[src/hw/tmr_pkg.sv]
// Purpose: shared constants, types and decoders of the thermal monitor
// Assumes: one system clock; 9-bit two's complement temperatures
// Notes:   temperature registers hold the 9 live bits only; the 16-bit view is built on read
`default_nettype none
package tmr_pkg;
	// ************************************************************
	// register selection and control field positions
	// ************************************************************
	localparam logic [1:0] SEL_MEAS  = 2'h0;
	localparam logic [1:0] SEL_CTRL  = 2'h1;
	localparam logic [1:0] SEL_REL   = 2'h2;
	localparam logic [1:0] SEL_ALM   = 2'h3;
	localparam int         CTRL_SHDN = 0;
	localparam int         CTRL_MODE = 1;
	localparam int         CTRL_POL  = 2;
	localparam int         CTRL_QLO  = 3;
	localparam int         CTRL_QHI  = 4;
	// ************************************************************
	// values after reset
	// ************************************************************
	localparam logic [7:0] PTR_RST   = 8'h00;
	localparam logic [7:0] CTRL_RST  = 8'h00;
	localparam logic [8:0] ALM_RST   = 9'h0a0;
	localparam logic [8:0] REL_RST   = 9'h096;
	localparam logic [8:0] MEAS_RST  = 9'h000;
	// ************************************************************
	// bus framing counts, fixed address part and queue depth limit
	// ************************************************************
	localparam logic [3:0] BUS_ID_HI = 4'h9;
	localparam logic [3:0] BYTE_BITS = 4'h8;
	localparam logic [3:0] RD_LAST   = 4'h7;
	localparam logic [1:0] WR_IDX_MAX = 2'h3;
	localparam logic [2:0] QMAX      = 3'h6;

	typedef enum logic [2:0] {
		ST_IDLE     = 3'b000,
		ST_ADDR     = 3'b001,
		ST_ADDR_ACK = 3'b010,
		ST_WR       = 3'b011,
		ST_WR_ACK   = 3'b100,
		ST_RD       = 3'b101,
		ST_RD_ACK   = 3'b110
	} tmr_bus_st_e;

	function automatic logic [2:0] tmr_queue_depth(input logic [1:0] f);
		unique case (f)
			2'h0: tmr_queue_depth = 3'h1;
			2'h1: tmr_queue_depth = 3'h2;
			2'h2: tmr_queue_depth = 3'h4;
			2'h3: tmr_queue_depth = 3'h6;
		endcase
	endfunction

	function automatic logic [15:0] tmr_word(input logic [8:0] v);
		tmr_word = {v, 7'h00};
	endfunction
endpackage
`default_nettype wire

[src/hw/tmr_alarm_if.sv]
// Purpose: carrier between register logic and the alarm filter
// Assumes: all signals on the system clock
// Notes:   read_clr is a one-cycle pulse
`default_nettype none
interface tmr_alarm_if;
	logic       conv_valid;
	logic [8:0] temp;
	logic [8:0] alm_thr;
	logic [8:0] rel_thr;
	logic       mode_int;
	logic       shutdown;
	logic [1:0] queue_sel;
	logic       read_clr;
	logic       alarm_active;
	modport ctl (output conv_valid, temp, alm_thr, rel_thr, mode_int, shutdown,
		queue_sel, read_clr, input alarm_active);
	modport flt (input conv_valid, temp, alm_thr, rel_thr, mode_int, shutdown,
		queue_sel, read_clr, output alarm_active);
endinterface
`default_nettype wire

[src/hw/tmr_alarm.sv]
// Purpose: fault queue and comparator or interrupt alarm state
// Assumes: reset already synchronised by the caller
// Notes:   alarm_active is the logical state; polarity is applied outside
`default_nettype none
module tmr_alarm import tmr_pkg::*; (
	// clock, reset, enable
	input  wire logic  i_ref_clk,
	input  wire logic  i_rst_n,
	input  wire logic  i_clk_en,
	// filter side of the carrier
	tmr_alarm_if.flt   al
);
	logic [2:0] hot_cnt_r;
	logic [2:0] cold_cnt_r;
	logic       active_r;
	logic       shdn_d_r;
	logic       active_nxt;

	wire        take      = al.conv_valid & ~al.shutdown;             // [RQ14]
	wire        hot       = $signed(al.temp) > $signed(al.alm_thr);    // [RQ11]
	wire        cold      = $signed(al.temp) < $signed(al.rel_thr);    // [RQ11]
	wire  [2:0] need      = tmr_queue_depth(al.queue_sel);             // [RQ7]
	wire  [2:0] hot_nxt   = !hot ? 3'h0 : (hot_cnt_r == QMAX) ? QMAX : hot_cnt_r + 3'h1;
	wire  [2:0] cold_nxt  = !cold ? 3'h0 : (cold_cnt_r == QMAX) ? QMAX : cold_cnt_r + 3'h1;
	wire        hot_q     = take & hot & (hot_nxt >= need);             // [RQ7]
	wire        cold_q    = take & cold & (cold_nxt >= need);           // [RQ7]
	wire        shdn_rise = al.shutdown & ~shdn_d_r;

	// set wins over the read clear so an event on the clearing cycle survives
	always_comb begin
		active_nxt = active_r;
		if (al.mode_int) begin                                          // [RQ5]
			if (hot_q) active_nxt = 1'b1;
			else if (al.read_clr | shdn_rise) active_nxt = 1'b0;       // [RQ13] [RQ14]
		end else begin
			if (hot_q) active_nxt = 1'b1;                               // [RQ12]
			else if (cold_q) active_nxt = 1'b0;                         // [RQ12] [RQ15]
		end
	end

	always_ff @(posedge i_ref_clk or negedge i_rst_n) begin
		if (!i_rst_n) begin
			hot_cnt_r  <= 3'h0;
			cold_cnt_r <= 3'h0;
			active_r   <= 1'b0;
			shdn_d_r   <= 1'b0;
		end else if (i_clk_en) begin
			if (take) hot_cnt_r <= hot_nxt;
			if (take) cold_cnt_r <= cold_nxt;
			active_r <= active_nxt;
			shdn_d_r <= al.shutdown;
		end
	end

	assign al.alarm_active = active_r;
endmodule // tmr_alarm
`default_nettype wire

[src/hw/tmr_top.sv]
// Purpose: register set of the thermal monitor behind its two-wire pins
// Assumes: converter results arrive on the system clock; pins are asynchronous
// Notes:   alarm and data pins are open drain; oe_n low means pulling low
//
// Operation
// (RQ1) write-only selector picks the accessed register
// (RQ2) selector low bits choose one of four
// (RQ3) host writes zeros to control top bits
// (RQ4) control bit zero set enters shutdown
// (RQ5) control bit one picks comparator or interrupt
// (RQ6) control bit two sets alarm pin polarity
// (RQ7) alarm moves after one, two, four, six agreeing results
// (RQ8) measured value read-only, nine bits at top
// (RQ9) each conversion result loads the measured value
// (RQ10) thresholds read/write, same sixteen-bit layout
// (RQ11) values signed half degrees, signed comparisons
// (RQ12) comparator: set above alarm, clear below release
// (RQ13) interrupt alarm holds until any register read
// (RQ14) shutdown stops conversions; interrupt alarm resets
// (RQ15) comparator alarm held through shutdown
// (RQ16) reset: control zero, thresholds eighty and seventy-five
// (RQ17) selector persists, resets to measured value
`default_nettype none
module tmr_top import tmr_pkg::*; (
	// clock, reset, enable
	input  wire logic       i_ref_clk,
	input  wire logic       i_rst_n,
	input  wire logic       i_clk_en,
	// two-wire bus pins and address straps
	input  wire logic       i_scl,
	input  wire logic       i_sda,
	output logic            o_sda,
	output logic            o_sda_oe_n,
	input  wire logic [2:0] i_addr,
	// converter
	input  wire logic       i_conv_valid,
	input  wire logic [8:0] i_conv_temp,
	output logic            o_conv_run,
	// alarm pin
	output logic            o_alarm,
	output logic            o_alarm_oe_n,
	output logic            o_alarm_level
);
	// ************************************************************
	// reset release and pin synchronisers
	// ************************************************************
	logic        rst_meta_r;
	logic        rst_n_r;
	logic        scl_m_r, scl_s_r, scl_d_r;
	logic        sda_m_r, sda_s_r, sda_d_r;
	logic [2:0]  addr_m_r, addr_s_r;

	always_ff @(posedge i_ref_clk or negedge i_rst_n) begin
		if (!i_rst_n) begin
			rst_meta_r <= 1'b0;
			rst_n_r    <= 1'b0;
		end else begin
			rst_meta_r <= 1'b1;
			rst_n_r    <= rst_meta_r;
		end
	end

	// the bus idles high, so the chain resets high to avoid a false start
	always_ff @(posedge i_ref_clk or negedge rst_n_r) begin
		if (!rst_n_r) begin
			{scl_m_r, scl_s_r, scl_d_r} <= 3'h7;
			{sda_m_r, sda_s_r, sda_d_r} <= 3'h7;
			addr_m_r <= 3'h0;
			addr_s_r <= 3'h0;
		end else if (i_clk_en) begin
			{scl_m_r, scl_s_r, scl_d_r} <= {i_scl, scl_m_r, scl_s_r};
			{sda_m_r, sda_s_r, sda_d_r} <= {i_sda, sda_m_r, sda_s_r};
			addr_m_r <= i_addr;
			addr_s_r <= addr_m_r;
		end
	end

	// ************************************************************
	// bus slave state
	// ************************************************************
	tmr_bus_st_e st_r, st_nxt;
	logic [3:0]  bit_cnt_r;
	logic [7:0]  shift_r;
	logic [7:0]  tx_r;
	logic [7:0]  lo_hold_r;
	logic        rw_r;
	logic        nack_r;
	logic        rd_hi_r;
	logic [1:0]  wr_idx_r;
	logic        sda_oe_n_r, sda_oe_n_nxt;
	// ************************************************************
	// register set
	// ************************************************************
	logic [7:0]  ptr_r;
	logic [7:0]  cfg_r;
	logic [7:0]  msb_r;
	logic [8:0]  meas_r;
	logic [8:0]  alm_r;
	logic [8:0]  rel_r;
	logic        conv_run_r;
	logic        alarm_lvl_r;
	logic        alarm_oe_n_r;
	logic        drive_low_r;

	wire         scl_rise  = scl_s_r & ~scl_d_r;
	wire         scl_fall  = ~scl_s_r & scl_d_r;
	wire         start_det = scl_s_r & scl_d_r & sda_d_r & ~sda_s_r;
	wire         stop_det  = scl_s_r & scl_d_r & ~sda_d_r & sda_s_r;
	wire         rx_st     = (st_r == ST_ADDR) | (st_r == ST_WR);
	wire         byte_end  = rx_st & scl_fall & (bit_cnt_r == BYTE_BITS);
	wire         addr_hit  = shift_r[7:1] == {BUS_ID_HI, addr_s_r};
	wire         rd_access = scl_fall & (st_r == ST_ADDR_ACK) & rw_r;
	wire         load_tx   = rd_access | (scl_fall & (st_r == ST_RD_ACK) & ~nack_r);
	wire         tx_shift  = scl_fall & (st_r == ST_RD);
	wire         cnt_clr   = start_det | byte_end | load_tx;
	wire         cnt_inc   = (rx_st & scl_rise) | tx_shift;
	wire         wr_byte   = byte_end & (st_r == ST_WR);
	wire  [1:0]  sel       = ptr_r[1:0];                                     // [RQ2]
	wire         wr_ptr    = wr_byte & (wr_idx_r == 2'h0);                   // [RQ1]
	wire         wr_first  = wr_byte & (wr_idx_r == 2'h1);
	wire         wr_second = wr_byte & (wr_idx_r == 2'h2);
	wire         take      = i_conv_valid & ~cfg_r[CTRL_SHDN];               // [RQ4]
	wire  [8:0]  thr_word  = {msb_r, shift_r[7]};
	// control reads back on both bytes, so a two-byte read stays harmless
	wire  [15:0] rd_word   = (sel == SEL_MEAS) ? tmr_word(meas_r) :          // [RQ2] [RQ8]
	                         (sel == SEL_CTRL) ? {cfg_r, cfg_r} :
	                         (sel == SEL_REL)  ? tmr_word(rel_r) : tmr_word(alm_r); // [RQ10]
	wire  [7:0]  tx_load   = rd_hi_r ? rd_word[15:8] : lo_hold_r;

	always_comb begin
		st_nxt = st_r;
		if (start_det) st_nxt = ST_ADDR;
		else if (stop_det) st_nxt = ST_IDLE;
		else begin
			unique case (st_r)
				ST_IDLE:     st_nxt = ST_IDLE;
				ST_ADDR:     if (byte_end) st_nxt = addr_hit ? ST_ADDR_ACK : ST_IDLE;
				ST_ADDR_ACK: if (scl_fall) st_nxt = rw_r ? ST_RD : ST_WR;
				ST_WR:       if (byte_end) st_nxt = ST_WR_ACK;
				ST_WR_ACK:   if (scl_fall) st_nxt = ST_WR;
				ST_RD:       if (tx_shift && bit_cnt_r == RD_LAST) st_nxt = ST_RD_ACK;
				ST_RD_ACK:   if (scl_fall) st_nxt = nack_r ? ST_IDLE : ST_RD;
				default:     st_nxt = ST_IDLE;
			endcase
		end
	end

	always_comb begin
		sda_oe_n_nxt = sda_oe_n_r;
		if (start_det | stop_det) sda_oe_n_nxt = 1'b1;
		else if (load_tx) sda_oe_n_nxt = tx_load[7];
		else if (scl_fall & ((st_r == ST_ADDR_ACK) | (st_r == ST_WR_ACK))) sda_oe_n_nxt = 1'b1;
		else if (tx_shift) sda_oe_n_nxt = (bit_cnt_r == RD_LAST) ? 1'b1 : tx_r[6];
		else if (byte_end & ((st_r == ST_WR) | addr_hit)) sda_oe_n_nxt = 1'b0;
	end

	always_ff @(posedge i_ref_clk or negedge rst_n_r) begin
		if (!rst_n_r) begin
			st_r       <= ST_IDLE;
			bit_cnt_r  <= 4'h0;
			shift_r    <= 8'h00;
			sda_oe_n_r <= 1'b1;
			rw_r       <= 1'b0;
			nack_r     <= 1'b1;
		end else if (i_clk_en) begin
			st_r       <= st_nxt;
			bit_cnt_r  <= cnt_clr ? 4'h0 : cnt_inc ? bit_cnt_r + 4'h1 : bit_cnt_r;
			if (rx_st & scl_rise) shift_r <= {shift_r[6:0], sda_s_r};
			sda_oe_n_r <= sda_oe_n_nxt;
			if (byte_end & (st_r == ST_ADDR)) rw_r <= shift_r[0];
			if (scl_rise & (st_r == ST_RD_ACK)) nack_r <= sda_s_r;
		end
	end

	// a two-byte read is snapshotted so a conversion cannot tear it
	always_ff @(posedge i_ref_clk or negedge rst_n_r) begin
		if (!rst_n_r) begin
			tx_r      <= 8'h00;
			lo_hold_r <= 8'h00;
			rd_hi_r   <= 1'b1;
			wr_idx_r  <= 2'h0;
		end else if (i_clk_en) begin
			if (load_tx) tx_r <= tx_load;
			else if (tx_shift) tx_r <= {tx_r[6:0], 1'b0};
			if (load_tx & rd_hi_r) lo_hold_r <= rd_word[7:0];
			if (start_det) rd_hi_r <= 1'b1;
			else if (load_tx) rd_hi_r <= ~rd_hi_r;
			if (start_det) wr_idx_r <= 2'h0;
			else if (wr_byte && wr_idx_r != WR_IDX_MAX) wr_idx_r <= wr_idx_r + 2'h1;
		end
	end

	// ************************************************************
	// register writes and conversion load
	// ************************************************************
	always_ff @(posedge i_ref_clk or negedge rst_n_r) begin
		if (!rst_n_r) begin
			ptr_r  <= PTR_RST;                                          // [RQ17]
			cfg_r  <= CTRL_RST;                                         // [RQ16]
			msb_r  <= 8'h00;
			meas_r <= MEAS_RST;
			alm_r  <= ALM_RST;                                          // [RQ16]
			rel_r  <= REL_RST;                                          // [RQ16]
		end else if (i_clk_en) begin
			if (wr_ptr) ptr_r <= shift_r;                               // [RQ1] [RQ17]
			if (wr_first && sel == SEL_CTRL) cfg_r <= shift_r;          // [RQ3]
			if (wr_first) msb_r <= shift_r;
			if (wr_second && sel == SEL_ALM) alm_r <= thr_word;         // [RQ10]
			if (wr_second && sel == SEL_REL) rel_r <= thr_word;         // [RQ10]
			if (take) meas_r <= i_conv_temp;                            // [RQ9]
		end
	end

	// ************************************************************
	// alarm filter and pins
	// ************************************************************
	tmr_alarm_if al ();
	assign al.conv_valid = i_conv_valid;
	assign al.temp       = i_conv_temp;
	assign al.alm_thr    = alm_r;
	assign al.rel_thr    = rel_r;
	assign al.mode_int   = cfg_r[CTRL_MODE];                                 // [RQ5]
	assign al.shutdown   = cfg_r[CTRL_SHDN];                                 // [RQ4]
	assign al.queue_sel  = cfg_r[CTRL_QHI:CTRL_QLO];                         // [RQ7]
	assign al.read_clr   = rd_access;                                        // [RQ13]

	tmr_alarm u_alarm (
		.i_ref_clk (i_ref_clk),
		.i_rst_n   (rst_n_r),
		.i_clk_en  (i_clk_en),
		.al        (al)
	);

	wire pin_lvl = cfg_r[CTRL_POL] ? al.alarm_active : ~al.alarm_active;     // [RQ6]

	always_ff @(posedge i_ref_clk or negedge rst_n_r) begin
		if (!rst_n_r) begin
			conv_run_r   <= 1'b0;
			alarm_lvl_r  <= 1'b1;
			alarm_oe_n_r <= 1'b1;
			drive_low_r  <= 1'b0;
		end else if (i_clk_en) begin
			conv_run_r   <= ~cfg_r[CTRL_SHDN];                               // [RQ4]
			alarm_lvl_r  <= pin_lvl;
			alarm_oe_n_r <= pin_lvl;
			drive_low_r  <= 1'b0;
		end
	end

	assign o_sda         = drive_low_r;
	assign o_sda_oe_n    = sda_oe_n_r;
	assign o_conv_run    = conv_run_r;
	assign o_alarm       = drive_low_r;
	assign o_alarm_oe_n  = alarm_oe_n_r;
	assign o_alarm_level = alarm_lvl_r;
endmodule // tmr_top
`default_nettype wire

[config.mk]
export PLATFORM = sky130hd
export DESIGN_NAME = tmr_top
export DESIGN_NICKNAME = d
export VERILOG_FILES = /design/src/hw/tmr_pkg.sv /design/src/hw/tmr_alarm_if.sv /design/src/hw/tmr_alarm.sv /design/src/hw/tmr_top.sv
export SDC_FILE = /design/constraint.sdc
export NUM_CORES = 1
export LEC_CHECK = 0
export BUFFER_PORTS_ARGS = -buffer_cell sky130_fd_sc_hd__buf_2
export CAP_MARGIN = 20
export CELL_PAD_IN_SITES_DETAIL_PLACEMENT = 0
export CELL_PAD_IN_SITES_GLOBAL_PLACEMENT = 1
export CORE_AREA = 2 2 96 135
export CTS_BUF_LIST = sky130_fd_sc_hd__clkbuf_8
export CTS_CLUSTER_DIAMETER = 120
export DETAILED_ROUTE_END_ITERATION = 8
export DIE_AREA = 0 0 98 137
export PLACE_DENSITY_LB_ADDON = 0.15
export REMOVE_ABC_BUFFERS = 1
export SETUP_SLACK_MARGIN = 0.1
export SLEW_MARGIN = 20
export SYNTH_ARGS = -nofsm -noshare
export SYNTH_HDL_FRONTEND = slang
export SYNTH_HIERARCHICAL = 1
export SYNTH_SLANG_ARGS = --single-unit
[constraint.sdc]
create_clock -name i_ref_clk -period 3.05 [get_ports i_ref_clk]
set_input_delay 0.61 -clock i_ref_clk [delete_from_list [all_inputs] [get_ports i_ref_clk]]
set_output_delay 0.61 -clock i_ref_clk [all_outputs]
set_load 0.05 [all_outputs]
## Word-level counts from Yosys, hierarchy flattened

Index checks and enable logic that the tools add are counted.
W data, S select, Z words.

| operators by class | value |
|---|---|
| add/subtract/negate cells | 4 |
| $mul | 0 |
| div/mod/pow operators | 0 |
| order comparisons | 4 |
| equality and inequality tests | 27 |
| shifts and indexed selects | 0 |
| multiplexer cells | 41 |
| bitwise operators | 48 |
| reductions and logical operators | 31 |

Operators by type and width:

| operator | count |
|---|---|
| $mux W16 | 3 |
| $mux W3 | 14 |
| $and A1 B1 Y1 | 30 |
| $reduce_and A2 Y1 | 15 |
| $ne A4 B4 Y1 const B | 5 |
| $pmux W3 S6 | 1 |
| $eq A3 B3 Y1 const B | 5 |
| $mux W1 | 14 |
| $mux W7 | 2 |
| $pmux W3 S4 | 1 |
| $eq A2 B2 Y1 const B | 5 |
| $gt A9 B9 Y1 | 1 |
| $lt A9 B9 Y1 | 1 |
| $not A1 Y1 | 9 |
| $or A1 B1 Y1 | 9 |
| $mux W4 | 2 |
| $mux W8 | 1 |
| $reduce_bool A2 Y1 | 4 |
| $eq A7 B7 Y1 | 1 |
| $reduce_and A7 Y1 | 1 |
| $add A3 B1 Y3 const B | 2 |
| $eq A2 B1 Y1 const B | 3 |
| $eq A3 B2 Y1 const B | 2 |
| $ge A3 B3 Y1 | 2 |
| other kinds (14) | 22 |

| storage, ports and cells | value |
|---|---|
| register bits | 105 |
| bits in latches | 0 |
| bits in writable memories | 0 |
| memory bits (read-only) | 0 |
| input bits | 18 |
| output and inout bits | 6 |
| word-level logic and storage cells | 187 |
| memories kept | 0 |

## Logic depth before layout (Yosys ltp)

Gate-level depths: netlist (run 1).

| logic depth | value |
|---|---|
| depth in word-level cells | 10 |
| depth in mapped cells | 12 |

## Modules after synthesis

The synthesis (run 1) kept the hierarchy.

Modules (own cells, without submodules):

| module | instances | cells each | area an instance (um2) |
|---|---|---|---|
| tmr_top | 1 | 367 | 4610.7 |
| tmr_alarm | 1 | 125 | 1028.5 |

## Worst setup path after synthesis (run 1)

Ideal clock, no wire load.

| path | value |
|---|---|
| kind | input to register |
| from | input port i_conv_temp[7] |
| to | register u_alarm.active_r, in the netlist u_alarm/al.alarm_active |
| arrival time | 2.633 ns |
| data required time | 2.916 ns |
| setup slack | 0.283 ns |
| stages | 11 |
| buffers on the path | 0 |
| cells stage by stage | ha_1 and3_4 a2111o_1 a211oi_1 a211o_2 nand2b_1 ha_1 nand2b_1 a21o_1 a21oi_1 o32ai_1 |

| on the way | value |
|---|---|
| word-level cells in the longest chain between the ends | 6 |

Ends and longest elaborated chain:

| what | line | source |
|---|---|---|
| start: declaration | tmr_top.sv:37 | `input wire logic [8:0] i_conv_temp,` |
| $gt A9 B9 Y1 or $lt A9 B9 Y1 (tied branches) | tmr_alarm.sv:20, tmr_alarm.sv:21 |  |
| $mux W3, on equally long branches | tmr_alarm.sv:23, tmr_alarm.sv:24 |  |
| $ge A3 B3 Y1, on equally long branches | tmr_alarm.sv:25, tmr_alarm.sv:26 |  |
| $and A1 B1 Y1, on equally long branches | tmr_alarm.sv:25, tmr_alarm.sv:26 |  |
| $ne A3 B1 Y1 (no source line) (tied with other cells) | - |  |
| $reduce_and A3 Y1 (no source line) or $mux W1 (tied branches) | - |  |
| end signal: assignment | tmr_alarm.sv:50 | `active_r <= active_nxt;` |
| end: declaration | tmr_alarm.sv:15 | `logic active_r;` |

Parallel ways exist; a longest one is shown, timed or not.
A chain may end at the register's enable or synchronous reset.

## Worst setup path after layout (run 1)

| path | value |
|---|---|
| from | register alm_r[7], in the netlist al.alm_thr[7] |
| to | register u_alarm.active_r, in the netlist u_alarm/al.alarm_active |

| on the way | value |
|---|---|
| word-level cells in the longest chain between the ends | 6 |

Ends and longest elaborated chain:

| what | line | source |
|---|---|---|
| start: declaration | tmr_top.sv:98 | `logic [8:0] alm_r;` |
| start signal: assignment | tmr_top.sv:208 | `if (wr_second && sel == SEL_ALM) alm_r <= thr_word;` |
| $gt A9 B9 Y1 * | tmr_alarm.sv:20 | `wire hot = $signed(al.temp) > $signed(al.alm_thr);` |
| $mux W3 | tmr_alarm.sv:23 | `wire [2:0] hot_nxt = !hot ? 3'h0 : (hot_cnt_r == QMAX) ? QMAX : hot_cnt_r + 3'h1;` |
| $ge A3 B3 Y1 | tmr_alarm.sv:25 | `wire hot_q = take & hot & (hot_nxt >= need);` |
| $and A1 B1 Y1 * | tmr_alarm.sv:25 |  |
| $ne A3 B1 Y1 (no source line) (tied with other cells) | - |  |
| $reduce_and A3 Y1 (no source line) or $mux W1 (tied branches) | - |  |

Every way passes the cells marked *; elsewhere a longest branch is shown, timed or not.

==> results.txt, run 1 <==
----------------------------------------------------
[Clocking]
  Clock latency on the worst-skew pair ... 0.38 ns
  Clock-pin slew of the registers on the worst-case setup and hold paths ... 0.13 ns
  Clock Tree Buf Depth ... 2
  Clock tree root buffer cell ... clkbuf_8
  TritonCTS clock tree ... yes
  Clock buffers created by TritonCTS ... 9
  H-Tree Level Count ... 3
  Sink count of the clock tree ... 105

[Hold path]
  Class of the worst hold path ... reg2reg
  Count of cells along the worst hold path ... 0

[Global routing]
  Global Route Usage Sum ... 19.9%
  Grt total ovfl ... 0
  Antenna violations before repair ... 0
  Pin count of the biggest net entering global routing ... 52
  Global-route wire length before repair ... 20900 microns
  Via count of the first global-routing pass ... 3954

[Detailed routing]
  Total number of vias ... 3764
  Total Routed Length ... 12500 microns
  Post-detailed-route via-to-cell ratio ... 5.57
  Iteration count of the initial detailed-routing pass ... 4
  Post-DR wirelength/cell ... 18.4 microns
  DR iter-0 viols ... 186
  Post-DRT Antenna Nets ... 0
  DRC violation count after routing ... 0

[Setup path]
  Data arrival at the endpoint of the critical path ... 3.04 ns
  Highest fanout seen on the critical path ... 3
  Worst-case register-to-register setup slack ... 0.26 ns
  Startpoint Class ... register
  Required @ worst endpoint ... 3.30 ns
  Critical Setup Path Class ... reg2reg
  Number of cells traversed by the worst register-to-register path ... 12
  Type of destination of the critical path ... register

[Timing]
  Final-report hold violation count ... 0
  Number of setup violations in the final report ... 0
  Max frequency ... 0.359 GHz
  Worst-Margin Slew ... 0.750 ns
  Setup repair after global routing missed its margin ... no
  Worst clock skew ... 0.0170 ns
  Worst hold-check slack ... 0.366 ns
  Slew HR ... 50.0%
  Final max-slew violation count ... 0
  Ratio of final minimum period to clock period ... 91.3%
  Final critical delay including setup and external delays ... 2.79 ns

[Die]
  Height of the chip ... 137 microns
  Die outline area ... 13400 sq um
  Row Count ... 48
  I/O pin count ... 24
  Core region area ... 12200 sq um
  Die width ... 98 microns
  Initial core utilization ... 46.3%

[Pwr]
  Final total power ... 3.11 mW
  Areal power density over the cells ... 499 nW/um^2
  Logic pwr share ... 17.5%
  Reported net switching power ... 999 uW
  Worst vdd rail ir drop ... 0.390 mV
  Standby leakage power ... 2.72 nW
  Sw Ratio ... 32.1%
  Internal ... 2.11 mW
  Clock network power share ... 29.9%
  Seq pwr share ... 52.6%

[Synth]
  Number of warnings issued by yosys ... 6
  Synth unique cells ... 63
  Share of synthesized flip-flops with an asynchronous set or reset ... 100%
  Proportion of synthesized chip area in sequential cells ... 46.9%
  Syn Inst Count ... 492
  Area of the mapped netlist ... 5640 sq um
  Synthesis-stage register bit count ... 105
  Average cell area after synthesis ... 11.5 sq um
  Most used DFF post-synth ... dfrtp_1
  Count of flip-flops with a built-in enable after synthesis ... 0

[Outcome]
  Result of the run ... finished clean

[Flow run]
  Number of maximum-capacitance constraint violations ... 0

[Layout]
  Proportion of layout cells with a drive suffix above 1 ... 31.7%
  Total of fill cells in the finished design ... 1142
  Sequential cell area in the final layout ... 2650 sq um
  Multi-input combinational cell area ... 2850 sq um
  Final #Nets ... 572
  Ant. Diodes ... 0
  Growth of design area from synthesis to finish ... 10.7%

[Place]
  Routability congestion estimate from global placement ... 0.896
  Port bufs ... 21
  HPWL after DPL ... 9230 microns

----------------------------------------------------
## layout make-up
type	instances	share of cell area (%)
clock buffers	9	1.98
clock inverters	7	1.62
inverters	28	1.68
multi-input cells	341	45.7
flip-flops and latches	105	42.5
well taps	150	3.01
repair buffers	36	3.53
## registers in the layout (all words and copies together) (netlist names), 3 cells and up
register	flops
al.alm_thr	9
al.rel_thr	9
meas_r	9
cfg_r	8
lo_hold_r	8
msb_r	8
shift_r	8
tx_r	7
bit_cnt_r	4
addr_m_r	3
addr_s_r	3
st_r	3
u_alarm/cold_cnt_r	3
u_alarm/hot_cnt_r	3
## critical path, cell delays in order, from the launching register on
cell,delay [ns]
dfstp_2,0.57
inv_1,0.05
ha_1,0.28
and3_4,0.20
a2111o_1,0.36
a211oi_2,0.16
a211o_2,0.17
nand2b_1,0.11
ha_1,0.22
nand2b_1,0.14
a21o_1,0.18
a21oi_2,0.12
o32ai_1,0.08
## cell usage in the layout, fill, tap and decap left out, drive strengths merged, types with 9 or more instances in the layout
cell type and count:
nand2 58, dfstp 16, clkbuf 9, ha 33
buf 35, a21oi 11, o21ai 29, inv 31
dfrtp 89, mux4 9, mux2 70, nor2 15
## stage by stage
step | TNS (ns) | cells | cell area (sq um) | util (%) | setup slack, ns
after floorplan | -5.53 | 474 | 5560 | - | -0.0636
after global placement | 0 | 658 | 5950 | 48.8 | 0.0790
after detailed placement | 0 | 658 | 5950 | 48.8 | 0.0203
after CTS | 0 | 675 | 6190 | 50.7 | 0.124
after global routing | 0 | 676 | 6240 | 51.2 | 0.105
final | 0 | 676 | 6240 | 51.2 | 0.265
## Yosys cell counts (4+ instances only)
cell type | count | area share, %
inv_1 | 27 | 1.8
xnor2_1 | 5 | 0.78
and3_1 | 4 | 0.44
nand2_1 | 58 | 3.9
o22ai_1 | 4 | 0.44
clkbuf_1 | 9 | 0.60
buf_1 | 5 | 0.33
o31ai_1 | 4 | 0.53
mux2_2 | 70 | 14
nor3_1 | 6 | 0.53
nand2b_1 | 6 | 0.67
o21ai_0 | 28 | 2.5
a21o_1 | 6 | 0.80
o21a_1 | 4 | 0.53
ha_1 | 33 | 7.3
nand3_1 | 7 | 0.62
dfstp_2 | 16 | 7.5
a21oi_1 | 11 | 0.98
nand4_1 | 6 | 0.67
mux2i_1 | 8 | 1.4
dfrtp_1 | 89 | 39
nor2_1 | 15 | 1.0
mux4_2 | 9 | 3.6
nor2b_1 | 6 | 0.67
## timing repair
action	CTS	global route
endpoints found under the hold margin	2	0
gates resized for setup	0	7
endpoints found under the setup margin	0	1
hold buffers	1	0
setup buffers	0	1
## layer usage
layer / vias up / GRT usage (%) / wire [microns]
li1: 1828 / - / -
met1: 1874 / 24.5 / 5390
met2: 43 / 35.4 / 6510
met3: 19 / 2.91 / 212
met4: 0 / 7.64 / 359
met5: - / 0 / 0
## logic make-up (layout without fill, tap and decap cells)
group	Yosys count	count (layout)	synth area share, %
AO/OA/AOI/OAI	81	81	9.52
XOR/XNOR	5	5	0.777
adder cells (fa/ha/maj)	33	33	7.32
buffers and inverters	47	80	3.37
flip-flops	105	105	46.9
multiplexers	87	87	19.0
other	2	3	0.133
AND/OR/NAND/NOR	132	132	12.9
## power by group through the flow
stage	Sequential (mW)	Clock, mW	Combinational [mW]
2_1_floorplan	1.70	0	0.333
3_3_place_gp	1.66	0	0.532
3_5_place_dp	1.66	0	0.543
4_1_cts	1.64	0.966	0.545
5_1_grt	1.66	1.03	0.604
6_report	1.64	0.930	0.545
## path summary, 6_finish.rpt
check | start | end
max | al.alm_thr[7] | u_alarm/al.alarm_active
min | rst_meta_r | rst_n_r
max reg2reg | al.alm_thr[7] | u_alarm/al.alarm_active
max in group asynchronous | rst_n_r | o_alarm_oe_n
min in group asynchronous | rst_n_r | shift_r[7]
min reg2reg | rst_meta_r | rst_n_r
Note: power is estimated with default switching activity, not from simulation.
==> run 2, diff against run 1 <==
Settings changed: CORE_AREA 2 2 96 135 to 2 2 108 152, DIE_AREA 0 0 98 137 to 0 0 110 154.
==> results.txt, run 2 (synthesis gave the netlist of run 1 again) <==
----------------------------------------------------
[Global routing]
  Grt total ovfl ... 0 (unchanged)
  Global Route Usage Sum ... 16.9% (-3.0 points)
  Pin count of the biggest net entering global routing ... 49 (-5.8%)
  Antenna violations before repair ... 0 (unchanged)
  Via count of the first global-routing pass ... 3835 (-3.0%)
  Global-route wire length before repair ... 21500 microns (+3.2%)

[Timing]
  Number of setup violations in the final report ... 0 (unchanged)
  Final critical delay including setup and external delays ... 2.86 ns (+0.0721 ns)
  Worst-Margin Slew ... 0.813 ns (+0.0627 ns)
  Worst hold-check slack ... 0.368 ns (+0.00177 ns)
  Setup repair after global routing missed its margin ... yes
  Final max-slew violation count ... 0 (unchanged)
  Slew HR ... 45.8% (-4.2 points)
  Ratio of final minimum period to clock period ... 93.7% (+2.4 points)
  Worst Slack Setup Final ... 0.193 ns (-0.0721 ns)
  Worst clock skew ... 0.0142 ns (-0.00280 ns)
  Final-report hold violation count ... 0 (unchanged)
  Max frequency ... 0.350 GHz (-2.5%)

[Die]
  Core region area ... 15500 sq um (+27%)
  Die width ... 110 microns (+12%)
  I/O pin count ... 24 (unchanged)
  Die outline area ... 16900 sq um (+26%)
  Row Count ... 54 (+13%)
  Height of the chip ... 154 microns (+12%)
  Initial core utilization ... 36.4% (-9.8 points)

[Layout]
  Count of non-filler cells in the finished layout ... 721 (+6.7%)
  Leading cell types in the layout, fill and taps excluded ... dfrtp_1 (88), mux2_2 (70), nand2_1 (58)
  Growth of design area from synthesis to finish ... 11.4%
  Total of fill cells in the finished design ... 1521 (+33%)
  Most frequent standard cell in the layout excluding fill and tap cells ... dfrtp_1
  Final #Nets ... 571 (-0.17%)
  Proportion of layout cells with a drive suffix above 1 ... 32.0% (+0.25 points)
  Ant. Diodes ... 0 (unchanged)

[Detailed routing]
  Total Routed Length ... 13000 microns (+3.9%)
  Iteration count of the initial detailed-routing pass ... 5 (+1)
  Total number of vias ... 3739 (-0.66%)
  Post-DR wirelength/cell ... 18.0 microns (-2.6%)
  Post-DRT Antenna Nets ... 0 (unchanged)
  DR iter-0 viols ... 119 (-36%)
  DRC violation count after routing ... 0 (unchanged)
  Post-detailed-route via-to-cell ratio ... 5.19 (-6.9%)

[Setup path]
  Critical Setup Path Class ... reg2reg
  Startpoint Class ... register
  Highest fanout seen on the critical path ... 2 (-1)
  Type of destination of the critical path ... register
  Critical Path Slowest Stage Cell ... dfstp_2
  Required @ worst endpoint ... 3.33 ns (+0.03 ns)
  Cell occurring most often along the worst timing path ... a21o_1
  Largest delay share family, worst path ... compound AO/OA/AOI/OAI gates
  Data arrival at the endpoint of the critical path ... 3.13 ns (+0.09 ns)
  Crit-path cells ... inv_2, ha_4, a21o_1, a221oi_4, o211ai_2, a211o_1, ha_1, nand2b_4, a21o_1, a21oi_2, nor4_2, o32ai_1
  Critical Path Max Stage Delay ... 0.55 ns (-0.02 ns)
  Buffers and inverters on the worst path ... 1 (unchanged)

[Place]
  Worst slack after detailed placement ... -0.113 ns (-0.133 ns)
  Total instance count after detailed placement ... 702 (+6.7%)
  Routability congestion estimate from global placement ... 0.846 (-5.5%)
  HPWL after DPL ... 9320 microns (+1.0%)
  Port bufs ... 21 (unchanged)

[Flow run]
  Number of maximum-capacitance constraint violations ... 0 (unchanged)

[Pwr]
  Worst vdd rail ir drop ... 0.179 mV (-54%)
  Standby leakage power ... 2.72 nW (-0.18%)
  Areal power density over the cells ... 492 nW/um^2 (-1.3%)

[Clocking]
  Clock-pin slew of the registers on the worst-case setup and hold paths ... 0.12 ns (about the same)
  Sink count of the clock tree ... 105 (unchanged)
  H-Tree Level Count ... 3 (unchanged)
  Clock buffers created by TritonCTS ... 9 (unchanged)
  Clock tree root buffer cell ... clkbuf_8
  Clock latency on the worst-skew pair ... 0.40 ns (+0.02 ns)
  Clock Tree Buf Depth ... 2 (unchanged)
  TritonCTS clock tree ... yes

[Hold path]
  Class of the worst hold path ... reg2async

[Outcome]
  Result of the run ... finished clean

----------------------------------------------------
-- run 2: worst paths after layout --
kind,start,to,slack [ns],cells after the start
max,al.rel_thr[2],u_alarm/al.alarm_active,0.19,12
min,rst_n_r,msb_r[6],0.37,0
max reg2reg,al.rel_thr[2],u_alarm/al.alarm_active,0.19,12
min reg2reg,rst_n_r,msb_r[6],0.37,0
max in group asynchronous,rst_n_r,al.rel_thr[4],1.78,1
min in group i_ref_clk,rst_meta_r,rst_n_r,0.37,0
-- run 2: repair_timing --
action | 4_1_cts | 5_1_grt
hold endpoints to repair | 2 | 0
pin swaps | 6 | 14
buffers inserted | 2 | 0
endpoints found under the setup margin | 1 | 1
resized for setup | 2 | 8
hold buffers | 1 | 0
-- run 2: through the flow --
stage / setup TNS (ns) / util, % / instance area (sq um) / total power, mW
detailed placement: -0.113 / 38.7 / 5990 / 2.20
global route: 0 / 40.6 / 6280 / 3.28
global placement: -0.0566 / 38.7 / 5990 / 2.19
finish: 0 / 40.6 / 6280 / 3.09
CTS: 0 / 40.3 / 6240 / 3.14
floorplan: -5.53 / - / 5560 / 2.03
-- run 2: layer usage --
layer | GRT usage, % | vias up | part of all wire [%]
li1 | - | 1814 | -
met1 | 22.2 | 1881 | 45
met2 | 28.4 | 32 | 52
met3 | 2.80 | 12 | 2.0
met4 | 4.70 | 0 | 1.1
met5 | 0 | - | 0
-- run 2: final cells by class --
type                    instances  area, sq um  area share (%)
inverters                      28          105            1.67
well taps                     196          245            3.90
flip-flops and latches        105         2650            42.2
repair buffers                 35          213            3.39
clock buffers                  10          138            2.19
clock inverters                 6         68.8            1.10
multi-input cells             341         2860            45.6
-- run 2: power breakdown --
part / switching (mW) / total [mW] / internal (mW) / leakage, nW
combinational: 0.294 / 0.548 / 0.254 / 1.26
sequential: 0.122 / 1.63 / 1.51 / 1.35
clock: 0.560 / 0.910 / 0.349 / 0.103
total: 0.977 / 3.09 / 2.12 / 2.72
==> run 3, diff against run 2 <==
Settings changed: CORE_AREA 2 2 108 152 to 2 2 127 129, DIE_AREA 0 0 110 154 to 0 0 129 131.
==> results.txt, run 3 (synthesis gave the netlist of run 1 again) <==
----------------------------------------------------
[Outcome]
  Result of the run ... finished clean

[Global routing]
  Grt total ovfl ... 0 (unchanged)
  Antenna violations before repair ... 0 (unchanged)
  Global-route wire length before repair ... 20800 microns (-3.4%)
  Global Route Usage Sum ... 16.2% (-0.66 points)
  Via count of the first global-routing pass ... 3773 (-1.6%)
  Pin count of the biggest net entering global routing ... 68 (+39%)

[Timing]
  Worst-Margin Slew ... 0.775 ns (-0.0378 ns)
  Max frequency ... 0.350 GHz (about the same)
  Final max-slew violation count ... 0 (unchanged)
  Final-report hold violation count ... 0 (unchanged)
  Setup tns final ... 0 ns (unchanged)
  Ratio of final minimum period to clock period ... 93.7% (about the same)
  Setup repair after global routing missed its margin ... no
  Worst clock skew ... 0.0163 ns (+0.00212 ns)
  Final critical delay including setup and external delays ... 2.86 ns (+0.00192 ns)
  Slew HR ... 48.3% (+2.5 points)
  Number of setup violations in the final report ... 0 (unchanged)
  Worst hold-check slack ... 0.320 ns (-0.0479 ns)

[Die]
  Die width ... 129 microns (+17%)
  I/O pin count ... 24 (unchanged)
  Initial core utilization ... 36.2% (-0.29 points)
  Core region area ... 15600 sq um (+0.81%)
  Height of the chip ... 131 microns (-15%)
  Die outline area ... 16900 sq um (-0.24%)
  Row Count ... 46 (-15%)

[Setup path]
  Crit-path cells ... inv_1, ha_1, and3_2, a221oi_4, o211ai_2, a211o_1, ha_1, nand2b_1, a21o_1, a21oi_2, nor4_2, o32ai_1
  Required @ worst endpoint ... 3.34 ns (about the same)
  Number of cells traversed by the worst register-to-register path ... 12 (unchanged)
  Critical Path Max Stage Delay ... 0.58 ns (+0.03 ns)
  Buffers and inverters on the worst path ... 1 (unchanged)
  Critical Setup Path Class ... reg2reg
  Startpoint Class ... register
  Crit Reg-Reg Endpoint ... u_alarm/al.alarm_active
  Critical Path Slowest Stage Cell ... dfstp_2
  Largest delay share family, worst path ... compound AO/OA/AOI/OAI gates
  Highest fanout seen on the critical path ... 3 (+1)
  Type of destination of the critical path ... register
  Worst flop-to-flop path startpoint ... al.rel_thr[1]
  Data arrival at the endpoint of the critical path ... 3.15 ns (+0.02 ns)
  Cell occurring most often along the worst timing path ... ha_1
  Worst-case register-to-register setup slack ... 0.19 ns (about the same)

[Clocking]
  Clock Tree Buf Depth ... 2 (unchanged)
  Sink count of the clock tree ... 105 (unchanged)
  Clock-pin slew of the registers on the worst-case setup and hold paths ... 0.11 ns (about the same)
  Clock buffers created by TritonCTS ... 9 (unchanged)
  TritonCTS clock tree ... yes
  H-Tree Level Count ... 3 (unchanged)
  Clock tree root buffer cell ... clkbuf_8
  Clock latency on the worst-skew pair ... 0.39 ns (about the same)

[Detailed routing]
  Post-DRT Antenna Nets ... 0 (unchanged)
  Iteration count of the initial detailed-routing pass ... 4 (-1)
  Total Routed Length ... 12600 microns (-2.9%)
  DRC violation count after routing ... 0 (unchanged)
  Post-detailed-route via-to-cell ratio ... 5.00 (-3.7%)
  DR iter-0 viols ... 179 (+50%)
  Total number of vias ... 3697 (-1.1%)
  Post-DR wirelength/cell ... 17.0 microns (-5.4%)

[Pwr]
  Standby leakage power ... 2.70 nW (-0.48%)
  Logic pwr share ... 17.6% (about the same)
  Reported net switching power ... 960 uW (-1.7%)
  Areal power density over the cells ... 489 nW/um^2 (-0.64%)
  Sw Ratio ... 31.3% (-0.32 points)
  Seq pwr share ... 53.1% (+0.2 points)
  Worst vdd rail ir drop ... 0.272 mV (+53%)
  Clock network power share ... 29.3% (about the same)
  Internal ... 2.11 mW (-0.24%)

[Layout]
  Multi-input combinational cell area ... 2830 sq um (-1.1%)
  Final #Nets ... 570 (-0.18%)
  Total of fill cells in the finished design ... 1538 (+1.1%)
  Proportion of layout cells with a drive suffix above 1 ... 30.9% (-1.1 points)
  Growth of design area from synthesis to finish ... 11.4% (about the same)
  Leading cell types in the layout, fill and taps excluded ... dfrtp_1 (88), mux2_2 (70), nand2_1 (58)
  Count of non-filler cells in the finished layout ... 740 (+2.6%)
  Ant. Diodes ... 0 (unchanged)
  Most frequent standard cell in the layout excluding fill and tap cells ... dfrtp_1
  Utilization after layout ... 40.3% (-0.35 points)
  Design Area, Final ... 6280 sq um (about the same)
  Sequential cell area in the final layout ... 2650 sq um (unchanged)

[Place]
  HPWL after DPL ... 9290 microns (-0.37%)
  Port bufs ... 21 (unchanged)
  Total instance count after detailed placement ... 722 (+2.8%)
  Cell Area, Placed ... 6030 sq um (+0.63%)
  Routability congestion estimate from global placement ... 0.826 (-2.4%)

[Flow run]
  Number of maximum-capacitance constraint violations ... 0 (unchanged)

[Hold path]
  Class of the worst hold path ... reg2async

----------------------------------------------------
[run 3: cell count changes in the layout (fill, tap and decap cells not counted), sizes merged]
cell  delta
buf      -1
[run 3: power groups by stage]
| stage | registers (mW) | logic, mW | clock network (mW) |
|---|---|---|---|
| 2_1_floorplan | 1.70 | 0.333 | 0 |
| 5_1_grt | 1.65 | 0.601 | 0.988 |
| 6_report | 1.63 | 0.540 | 0.900 |
| 3_3_place_gp | 1.66 | 0.531 | 0 |
| 3_5_place_dp | 1.66 | 0.540 | 0 |
| 4_1_cts | 1.63 | 0.542 | 0.943 |
[run 3: final cells by class]
class	instances	share of cell area, %
Timing Repair Buffer	34	3.47
Inverter	28	1.67
Clock inverter	6	1.06
Sequential cell	105	42.2
Multi-Input combinational cell	341	45.1
Tap cell	216	4.30
Clock buffer	10	2.19
[run 3: timing repair]
action,4_1_cts,5_1_grt
hold buffers,1,0
endpoints found under the hold margin,2,0
setup endpoints to repair,0,1
buffers inserted,0,1
gates resized for setup,0,4
[run 3: worst max path at each step]
stage                        start                      end  slack [ns]  cells past startpoint
floorplan                  rst_n_r              addr_m_r[0]       -0.06                      0
global placement    i_conv_temp[3]  u_alarm/al.alarm_active        0.08                     12
detailed placement  i_conv_temp[2]  u_alarm/al.alarm_active      -0.003                     12
CTS                  al.rel_thr[2]  u_alarm/al.alarm_active        0.12                     12
global route         al.rel_thr[1]  u_alarm/al.alarm_active         0.1                     12
finish               al.rel_thr[1]  u_alarm/al.alarm_active        0.19                     12
[run 3: routing by layer]
metal	global-route usage (%)	wire (microns)
met5	0	0
met2	26.9	6040
met4	4.41	189
met3	3.34	305
met1	21.8	6050
[run 3: through the flow]
step | setup WS, ns | total power [mW]
global placement | 0.0760 | 2.19
floorplan | -0.0636 | 2.03
CTS | 0.125 | 3.12
finish | 0.191 | 3.07
global route | 0.0987 | 3.24
detailed placement | -0.00253 | 2.20
